[config.mk]
export PLATFORM = sky130hd
export DESIGN_NAME = osnr_regs
export DESIGN_NICKNAME = d
export VERILOG_FILES = /design/src/rtl/osnr_pkg.sv /design/src/rtl/osnr_fifo.sv /design/src/rtl/osnr_regs.sv
export SDC_FILE = /design/constraint.sdc
export NUM_CORES = 1
export LEC_CHECK = 0
export ABC_AREA = 0
export BUFFER_PORTS_ARGS = -buffer_cell sky130_fd_sc_hd__buf_4
export CAP_MARGIN = 40
export CORE_MARGIN = 1
export CORE_UTILIZATION = 30
export DETAILED_ROUTE_END_ITERATION = 12
export GPL_ROUTABILITY_DRIVEN = 0
export PLACE_DENSITY = 0.54
export SLEW_MARGIN = 20
export SYNTH_ARGS = -nofsm -noshare
export SYNTH_HDL_FRONTEND = slang
export SYNTH_HIERARCHICAL = 1
export SYNTH_SLANG_ARGS = --single-unit
[constraint.sdc]
create_clock -name CLK_SYS -period 7.6 [get_ports CLK_SYS]
set_clock_uncertainty 0.1 [all_clocks]
set_input_delay 1.14 -clock CLK_SYS [delete_from_list [all_inputs] [get_ports CLK_SYS]]
set_output_delay 1.14 -clock CLK_SYS [all_outputs]
set_load 0.01 [all_outputs]
[src/rtl/osnr_pkg.sv]
// Purpose: Shared constants of the oscillator SRAM/NVM/status register slice
// Assumes: Byte-wide register space behind a serial register engine
// Notes:   Offsets are register addresses of that space
package osnr_pkg;
  // ==========================================================================
  // Register offsets
  localparam logic [7:0] OFF_FRAC_NUM_HI  = 8'h19;
  localparam logic [7:0] OFF_FRAC_NUM_MID = 8'h1A;
  localparam logic [7:0] OFF_FRAC_NUM_LO  = 8'h1B;
  localparam logic [7:0] OFF_NVM_CTRL     = 8'h31;
  localparam logic [7:0] OFF_MEM_PTR      = 8'h33;
  localparam logic [7:0] OFF_SRAM_DATA    = 8'h35;
  localparam logic [7:0] OFF_UNLOCK_KEY   = 8'h38;
  localparam logic [7:0] OFF_LIVE_STATUS  = 8'h42;
  localparam logic [7:0] OFF_SOFT_RESET   = 8'h48;
  // ==========================================================================
  // Values and field positions
  localparam logic [7:0] UNLOCK_KEY_VAL   = 8'hBE;
  localparam logic [7:0] BYTE_RST         = 8'h00;
  localparam logic [7:0] ADDR_STEP        = 8'h01;
  localparam int         LIVE_LOL_BIT     = 1;
  localparam int         LIVE_CAL_BIT     = 0;
  localparam int         SWR_PLL_BIT      = 1;
  localparam int         NVM_PROG_BIT     = 0;
  localparam int         NVM_ERASE_BIT    = 1;
  localparam int         NVM_BUSY_BIT     = 2;
  // ==========================================================================
  // Widths and depths
  localparam int         PTR_W            = 7;
  localparam int         SRAM_AW          = 5;
  localparam int         SRAM_DEPTH       = 32;
  localparam int         NUM_W            = 22;
  localparam int         FIFO_DEPTH       = 8;
  localparam int         FIFO_W           = SRAM_AW + 8;
  localparam logic [SRAM_AW-1:0] IDX_STEP = 5'h01;
  // Transaction tracking states
  typedef enum logic [2:0] {
    TX_IDLE  = 3'h1,
    TX_OPEN  = 3'h2,
    TX_BURST = 3'h4
  } osnr_txn_t;
endpackage

[src/rtl/osnr_fifo.sv]
// Purpose: Small flip-flop FIFO with valid/ready on both sides
// Assumes: Single clock, asynchronous active-low reset
// Notes:   in_ready is registered, so a full FIFO refuses on the next edge
module osnr_fifo #(
  parameter int W = 13,
  parameter int D = 8
) (
  // Clock and reset
  input  wire logic         clk,
  input  wire logic         rst_n,
  // Fill side
  input  wire logic         in_valid,
  output logic              in_ready,
  input  wire logic [W-1:0] in_data,
  // Drain side
  output logic              out_valid,
  input  wire logic         out_ready,
  output logic [W-1:0]      out_data
);
  localparam int AW = $clog2(D);
  localparam logic [AW:0] CNT_ONE = {{AW{1'b0}}, 1'b1};
  localparam logic [AW:0] CNT_MAX = (AW+1)'(D);

  logic [W-1:0]  mem_q [D];
  logic [AW-1:0] wr_q, rd_q;
  logic [AW:0]   cnt_q, cnt_d;
  logic          ready_q;
  wire           push = in_valid & ready_q;
  wire           pop  = out_valid & out_ready;

  // ==========================================================================
  // Occupancy; ready looks one edge ahead so it can come from a flop
  assign cnt_d = push & ~pop ? cnt_q + CNT_ONE :
                 pop & ~push ? cnt_q - CNT_ONE : cnt_q;
  assign in_ready  = ready_q;
  assign out_valid = cnt_q != '0;
  assign out_data  = mem_q[rd_q];

  always_ff @(posedge clk or negedge rst_n) begin
    if (!rst_n) begin
      cnt_q   <= '0;
      wr_q    <= '0;
      rd_q    <= '0;
      ready_q <= 1'b1;
    end else begin
      cnt_q   <= cnt_d;
      ready_q <= cnt_d < CNT_MAX;
      if (push) wr_q <= AW'(wr_q + 1'b1);
      if (pop) rd_q <= AW'(rd_q + 1'b1);
    end
  end

  // Storage needs no reset; entries are only read after being written
  always_ff @(posedge clk) begin
    if (push) mem_q[wr_q] <= in_data;
  end
endmodule

[src/rtl/osnr_regs.sv]
// Purpose: SRAM burst port, NVM unlock/trigger, live PLL status, soft reset
//          and atomic fractional numerator update
// Assumes: A serial register engine presents one byte access per strobe
// Notes:   Summary of operation below
// Summary of operation
// - Byte-wide SRAM data port register supports reads and writes.
// - First SRAM port read of a transaction returns byte at start pointer.
// - First SRAM port write of a transaction stores byte at start pointer.
// - Later bytes of a transaction use next SRAM location; pointer unchanged.
// - Register address stops incrementing once the SRAM port is accessed.
// - Burst ends with the transaction; next transaction restarts at pointer.
// - Key must be written immediately before trigger, else no NVM cycle.
// - Key register is 8 bits, resets zero; only 0xBE arms.
// - Live status shows unlatched lock-lost in bit 1, calibrating in bit 0.
// - Soft reset bits clear themselves: one pulse per write with bit 1 set.
// - Soft reset register always reads zero.
// - Soft reset bit 1 resets PLL calibrator and dividers; others reserved.
// - Numerator applies as one whole value, never a partial one.
// - Only low five bits of the 7-bit start pointer address SRAM.
// - Triggers start only after a keyed prior transaction; they self-clear.
module osnr_regs
  import osnr_pkg::*;
(
  // Clock and reset
  input  wire logic             CLK_SYS,
  input  wire logic             RST_N,
  // Register access from the serial engine
  input  wire logic             TXN_START,
  input  wire logic             TXN_END,
  input  wire logic             ADDR_STB,
  input  wire logic [7:0]       ADDR,
  input  wire logic             WR_STB,
  input  wire logic [7:0]       WDATA,
  input  wire logic             RD_STB,
  output logic                  WR_READY,
  output logic [7:0]            RDATA,
  output logic                  RD_VALID,
  // PLL side
  input  wire logic             PLL_LOCK_LOST,
  input  wire logic             PLL_CAL_ACTIVE,
  output logic                  PLL_SOFT_RESET,
  output logic [NUM_W-1:0]      FRAC_NUM,
  output logic                  FRAC_NUM_LOAD,
  // NVM side
  input  wire logic             NVM_BUSY,
  output logic                  NVM_ERASE_START,
  output logic                  NVM_PROG_START
);
  // ==========================================================================
  // Decode helper, shared by write, read and address logic
  function automatic logic hit(input logic [7:0] a, input logic [7:0] off);
    hit = a == off;
  endfunction

  osnr_txn_t            txn_q;
  logic [7:0]           cur_addr_q, rd_addr_q, key_q, mid_q, hi_q;
  logic [7:0]           rdata_q, live_q;
  logic [PTR_W-1:0]     ptr_q;
  logic [SRAM_AW-1:0]   burst_idx_q, rd_idx_q;
  logic [NUM_W-1:0]     num_q;
  logic [7:0]           mem_q [SRAM_DEPTH];
  logic                 rd_pend_q, rd_valid_q, key_ok_q, armed_q;
  logic                 swr_q, erase_q, prog_q, load_q;
  logic                 fifo_ready, fifo_valid;
  logic [FIFO_W-1:0]    fifo_out;

  // ==========================================================================
  // Access decode
  wire wr_take   = WR_STB & fifo_ready;
  wire rd_take   = RD_STB & ~rd_pend_q;
  wire access    = wr_take | rd_take;
  wire sram_hit  = hit(cur_addr_q, OFF_SRAM_DATA);
  wire sram_acc  = access & sram_hit;
  wire in_burst  = txn_q == TX_BURST;
  // Start pointer's top bits are kept but ignored for SRAM
  wire [SRAM_AW-1:0] acc_idx = in_burst ? burst_idx_q
                                        : ptr_q[SRAM_AW-1:0];
  wire wr_sram   = wr_take & sram_hit;
  wire wr_key    = wr_take & hit(cur_addr_q, OFF_UNLOCK_KEY);
  wire wr_nvm    = wr_take & hit(cur_addr_q, OFF_NVM_CTRL);
  wire wr_swr    = wr_take & hit(cur_addr_q, OFF_SOFT_RESET);
  wire key_match = WDATA == UNLOCK_KEY_VAL;
  // Reads of SRAM wait behind queued writes and any NVM busy period
  wire rd_done   = rd_pend_q & (~hit(rd_addr_q, OFF_SRAM_DATA) |
                                (~fifo_valid & ~NVM_BUSY));
  wire drain_rdy = ~NVM_BUSY;

  // ==========================================================================
  // Transaction tracking and burst lock
  always_ff @(posedge CLK_SYS or negedge RST_N) begin
    if (!RST_N) begin
      txn_q       <= TX_IDLE;
      burst_idx_q <= '0;
    end else begin
      unique case (txn_q)
        TX_IDLE, TX_OPEN: begin
          if (TXN_END) txn_q <= TX_IDLE;
          else if (sram_acc) txn_q <= TX_BURST;
          else if (TXN_START) txn_q <= TX_OPEN;
        end
        TX_BURST: begin
          if (TXN_END | TXN_START) txn_q <= TX_IDLE;
        end
      endcase
      if (sram_acc) burst_idx_q <= SRAM_AW'(acc_idx + IDX_STEP);
    end
  end

  // Register address: loaded by the engine, steps unless on the data port
  always_ff @(posedge CLK_SYS or negedge RST_N) begin
    if (!RST_N) begin
      cur_addr_q <= BYTE_RST;
    end else if (ADDR_STB) begin
      cur_addr_q <= ADDR;
    end else if (access & ~sram_hit) begin
      cur_addr_q <= 8'(cur_addr_q + ADDR_STEP);
    end
  end

  // ==========================================================================
  // Write buffer in front of the SRAM; drain stalls while NVM is busy
  osnr_fifo #(.W(FIFO_W), .D(FIFO_DEPTH)) u_fifo (
    .clk       (CLK_SYS),
    .rst_n     (RST_N),
    .in_valid  (wr_sram),
    .in_ready  (fifo_ready),
    .in_data   ({acc_idx, WDATA}),
    .out_valid (fifo_valid),
    .out_ready (drain_rdy),
    .out_data  (fifo_out)
  );

  // One generate slice per SRAM byte, written from the buffer
  for (genvar i = 0; i < SRAM_DEPTH; i++) begin : g_sram
    wire wr_i = fifo_valid & drain_rdy &
                (fifo_out[FIFO_W-1:8] == SRAM_AW'(i));
    always_ff @(posedge CLK_SYS or negedge RST_N) begin
      if (!RST_N) mem_q[i] <= BYTE_RST;
      else if (wr_i) mem_q[i] <= fifo_out[7:0];
    end
  end

  // ==========================================================================
  // Simple registers: pointer, key, numerator staging
  always_ff @(posedge CLK_SYS or negedge RST_N) begin
    if (!RST_N) begin
      ptr_q <= '0;
      key_q <= BYTE_RST;
      hi_q  <= BYTE_RST;
      mid_q <= BYTE_RST;
    end else if (wr_take) begin
      if (hit(cur_addr_q, OFF_MEM_PTR)) ptr_q <= WDATA[PTR_W-1:0];
      if (wr_key) key_q <= WDATA;
      if (hit(cur_addr_q, OFF_FRAC_NUM_HI)) hi_q <= WDATA;
      if (hit(cur_addr_q, OFF_FRAC_NUM_MID)) mid_q <= WDATA;
    end
  end

  // Numerator moves as one word on the low byte, so the divider
  // never sees a half-updated value while margining
  always_ff @(posedge CLK_SYS or negedge RST_N) begin
    if (!RST_N) begin
      num_q  <= '0;
      load_q <= 1'b0;
    end else begin
      load_q <= wr_take & hit(cur_addr_q, OFF_FRAC_NUM_LO);
      if (wr_take & hit(cur_addr_q, OFF_FRAC_NUM_LO)) begin
        num_q <= {hi_q[NUM_W-17:0], mid_q, WDATA};
      end
    end
  end

  // ==========================================================================
  // Unlock tracking: a key only arms the transaction right after it
  always_ff @(posedge CLK_SYS or negedge RST_N) begin
    if (!RST_N) begin
      key_ok_q <= 1'b0;
      armed_q  <= 1'b0;
    end else begin
      if (TXN_START) key_ok_q <= 1'b0;
      else if (wr_key) key_ok_q <= key_match;
      else if (access) key_ok_q <= 1'b0;
      if (TXN_END) armed_q <= key_ok_q;
    end
  end

  // Trigger and soft reset bits are single pulses, never stored
  always_ff @(posedge CLK_SYS or negedge RST_N) begin
    if (!RST_N) begin
      erase_q <= 1'b0;
      prog_q  <= 1'b0;
      swr_q   <= 1'b0;
    end else begin
      erase_q <= wr_nvm & armed_q & WDATA[NVM_ERASE_BIT];
      prog_q  <= wr_nvm & armed_q & WDATA[NVM_PROG_BIT];
      swr_q   <= wr_swr & WDATA[SWR_PLL_BIT];
    end
  end

  // ==========================================================================
  // Read path; live bits are sampled each cycle, never latched
  wire [7:0] live_d = {6'h00, PLL_LOCK_LOST, PLL_CAL_ACTIVE};
  wire [7:0] rd_mux =
    hit(rd_addr_q, OFF_SRAM_DATA)    ? mem_q[rd_idx_q] :
    hit(rd_addr_q, OFF_MEM_PTR)      ? {1'b0, ptr_q} :
    hit(rd_addr_q, OFF_UNLOCK_KEY)   ? key_q :
    hit(rd_addr_q, OFF_LIVE_STATUS)  ? live_q :
    hit(rd_addr_q, OFF_NVM_CTRL)     ? 8'(NVM_BUSY) << NVM_BUSY_BIT :
    hit(rd_addr_q, OFF_FRAC_NUM_HI)  ? 8'(num_q[NUM_W-1:16]) :
    hit(rd_addr_q, OFF_FRAC_NUM_MID) ? num_q[15:8] :
    hit(rd_addr_q, OFF_FRAC_NUM_LO)  ? num_q[7:0] :
    BYTE_RST;                         // Soft reset, unmapped

  always_ff @(posedge CLK_SYS or negedge RST_N) begin
    if (!RST_N) begin
      rd_pend_q  <= 1'b0;
      rd_addr_q  <= BYTE_RST;
      rd_idx_q   <= '0;
      rdata_q    <= BYTE_RST;
      rd_valid_q <= 1'b0;
      live_q     <= BYTE_RST;
    end else begin
      live_q     <= live_d;
      rd_valid_q <= rd_done;
      if (rd_done) rdata_q <= rd_mux;
      if (rd_take) begin
        rd_pend_q <= 1'b1;
        rd_addr_q <= cur_addr_q;
        rd_idx_q  <= acc_idx;
      end else if (rd_done) begin
        rd_pend_q <= 1'b0;
      end
    end
  end

  // ==========================================================================
  // Outputs straight from flops
  assign WR_READY        = fifo_ready;
  assign RDATA           = rdata_q;
  assign RD_VALID        = rd_valid_q;
  assign PLL_SOFT_RESET  = swr_q;
  assign FRAC_NUM        = num_q;
  assign FRAC_NUM_LOAD   = load_q;
  assign NVM_ERASE_START = erase_q;
  assign NVM_PROG_START  = prog_q;
endmodule

==> flow_summary_export.csv <==
group,metric,value,unit
clock_tree,path_clk_slew,0.06,ns
power,power_density,339,nW/um^2
drt,postRouteAntennaNets,0,
drt,drtIter0Drc,627,
timing,setup_viol,0,
floorplanning,dieWidth,267,microns
critical_path,path_class,"flop to flop",
critical_path,crit_arrival,3.99,ns
logic_synthesis,ys_seq_area_share,58.1,%
finish,stdcell_area,24400,sq um
floorplanning,row_count,96,
placement,io_buffers,61,
hold_path,hp-class,"flop to flop",
logic_synthesis,ys_dominant_reg_cell,"dfrtp_1",
placement,place_area,22600,sq um
clock_tree,clk_latency,0.59,ns
critical_path,critPathSlowestCell,"dfrtp_4",
critical_path,slowest_delay,0.87,ns
finish,syn2layout_area_growth,15.8,%
timing,finalSetupTns,0,ns
clock_tree,cts_root_buf,"clkbuf_16",
logic_synthesis,synth_area_leaders,"dfrtp_1 43%, mux2_2 18%, edfxtp_1 15%",
critical_path,critical-path-top-delay-family,"compound AO/OA/AOI/OAI gates",
power,ir_worst_vdd,0.271,mV
logic_synthesis,synthArstFlopShare,77.8,%
logic_synthesis,ys_seq_elements,469,
floorplanning,die-area,71400,sq um
drt,vias,11967,
drt,routed_wirelength,52.2,mm
critical_path,cpMostUsedCell,"a21oi_1",
finish,num-fill-cells,6617,
timing,hold_viol_final,0,
critical_path,worstSetupStartpointType,"flop",
placement,hpwl,34.4,mm
critical_path,cp_cell_sequence,"buf_4, mux4_2, nor2b_1, a211oi_1, a21oi_1, a21oi_1, o22ai_1",
flow_run,max-cap-violations,0,
drt,drc,0,
critical_path,crit_buf_inv,1,
floorplanning,ioPinCount,62,
finish,postLayoutCoreUtil,35.4,%
timing,final-max-slew-violation-count,0,
logic_synthesis,synth.avg_cell_area,15.2,sq um
grt,antenna_found_initial,0,
timing,period_share,47.8,%
drt,viasPerCell,4.94,
timing,period_minus_slack,3.63,ns
timing,worstMarginPinSlew,1.07,ns
clock_tree,cts_resized,0,
timing,hold_ws,0.362,ns
drt,first_pass_iters,5,
power,p_leak,10.4,nW
grt,grt_pass1_wl,80.2,mm
drt,routedWlPerCell,21.5,microns
finish,drive_gt1_share,40.4,%
logic_synthesis,synth_top_cell_by_area,"dfrtp_1",
critical_path,cp_max_fo,33,
floorplanning,initial_core_util,30.5,%
clock_tree,clkSinkCount,469,
logic_synthesis,synth_top_cell_area_share,43.1,%
logic_synthesis,netlist-cell-type-count,68,
clock_tree,numCtsBuffers,50,
clock_tree,holdBufCountCts,0,
logic_synthesis,synth_cells,1386,
floorplanning,core_area,69100,sq um
grt,grt_max_degree,170,
critical_path,required,7.96,ns
timing,relSlewSlack,28.9,%
timing,max_freq,0.275,GHz
clock_tree,post_cts_buffers,0,
grt,track_usage,14.8,%
timing,rsz0062_at_grt,"no",
logic_synthesis,ys_warn_count,6,
grt,grt_pass1_vias,12315,
outcome,status,"completed",
critical_path,endpoint_kind,"flop",
logic_synthesis,synth_edf_count,104,
logic_synthesis,syn_area,21100,sq um
logic_synthesis,syn_nets,1423,
clock_tree,cts_tree,"yes",
finish,layout.nets,1485,
clock_tree,htree_levels,2,
grt,grt_overflow,0,
clock_tree,clockBufferDepth,3,
floorplanning,die_height,267,microns
==> final timing paths <==
kind	startpoint	end	slack (ns)	depth (start not counted)
hold reg to reg	txn_q[1]	txn_q[0]	0.36	1
hold / removal	txn_q[1]	txn_q[0]	0.36	1
setup / recovery	rd_idx_q[0]	RDATA[2]	3.97	7
min in group asynchronous	RST_N	mem_q[128]	0.50	1
setup reg to reg	rd_idx_q[0]	RDATA[2]	3.97	7
max in group asynchronous	RST_N	u_fifo/cnt_q[1]	5.40	2
==> layout by cell type (no fill, tap or decap), types with 14 or more instances in the layout <==
cell,instances
inv_1,14
nor2b_1,19
mux4_1,32
nand3_1,14
buf_4,82
nor2_1,45
o21ai_0,28
dfrtp_1,360
clkbuf_16,53
mux4_2,53
edfxtp_1,104
mux2i_1,27
nand2_1,72
nand2b_1,17
a21oi_1,16
mux2_2,344
==> report_power, final <==
part	switching, W	internal (W)	total (W)
sequential	0.000378	0.00305	0.00343
combinational	0.00126	0.00101	0.00227
clock	0.00101	0.00158	0.00259
==> cell type report <==
class                      instances  area, sq um  area share [%]
tap                              931         1160            4.77
timing repair buffer              90          748            3.06
inverter                          16         60.1           0.246
sequential                       469        12300            50.2
clock inverter                    23          284            1.16
antenna                            1         2.50          0.0102
clock buffer                      70         1470            6.02
multi-input combinational        821         8440            34.5
==> metal layers <==
layer	GRT usage (%)	wire [microns]	vias to the layer above
li1	-	-	5344
met1	20.5	24100	6314
met2	23.7	24500	233
met3	2.85	2370	76
met4	4.02	1150	0
met5	0	0	-
==> metrics by stage <==
step	total power, W	setup WS, ns	cells
final	0.00829	3.97	2421
after global routing	0.00870	3.72	2420
after CTS	0.00836	3.92	2413
after detailed placement	0.00574	3.94	2320
after global placement	0.00566	3.68	2309
after floorplan	0.00495	4.20	1386
==> logic make-up after synthesis <==
kind of cell	Yosys count	synth area share (%)
XOR/XNOR	14	0.581
AO/OA/AOI/OAI	109	3.52
buffers and inverters	96	2.17
adder cells (fa/ha/maj)	11	0.652
AND/OR/NAND/NOR	230	5.62
flip-flops	469	58.1
multiplexers	457	29.3
==> synthesized netlist by cell type (all sizes together) (2+ instances only) <==
cell type,number
nor3b,5
buf,33
nor3,18
a32oi,3
xnor2,11
inv,16
a32o,3
and3,3
nand2,72
or3,2
and2,2
a2111oi,2
o31ai,3
and4,2
a211oi,9
xor2,3
mux2,345
nand4b,2
nand3b,3
dfrtp,363
mux4,85
o21ai,30
a21oi,16
a22o,6
mux2i,27
dfstp,2
nand4,2
nand3,14
nor2,53
nand2b,17
or2,3
nor4,4
nand4bb,2
and4bb,2
ha,11
o22ai,9
a221oi,4
clkbuf,47
edfxtp,104
o221ai,6
nor2b,19
a22oi,10
==> registers in the layout, indices dropped and copies added, names as in the netlist, 2 cells and up, named ones only <==
signal        flops
u_fifo/cnt_q      3
txn_q             3
key_q             8
mem_q           256
rd_addr_q         8
burst_idx_q       5
u_fifo/mem_q    104
ptr_q             7
cur_addr_q        8
u_fifo/wr_q       3
RDATA             8
rd_idx_q          5
mid_q             8
live_q            2
hi_q              6
u_fifo/rd_q       3
FRAC_NUM         22
==> worst reg2reg max path: cells and delay by family (launching register included) <==
family                 cells  cell delay (ns)
DFF                        1             0.87
buffers and inverters      1             0.59
muxes                      1             0.59
and+or+nand+nor            1             0.14
AOI/OAI and AO/OA          4             1.23
Power figures use the tool's default switching activity.
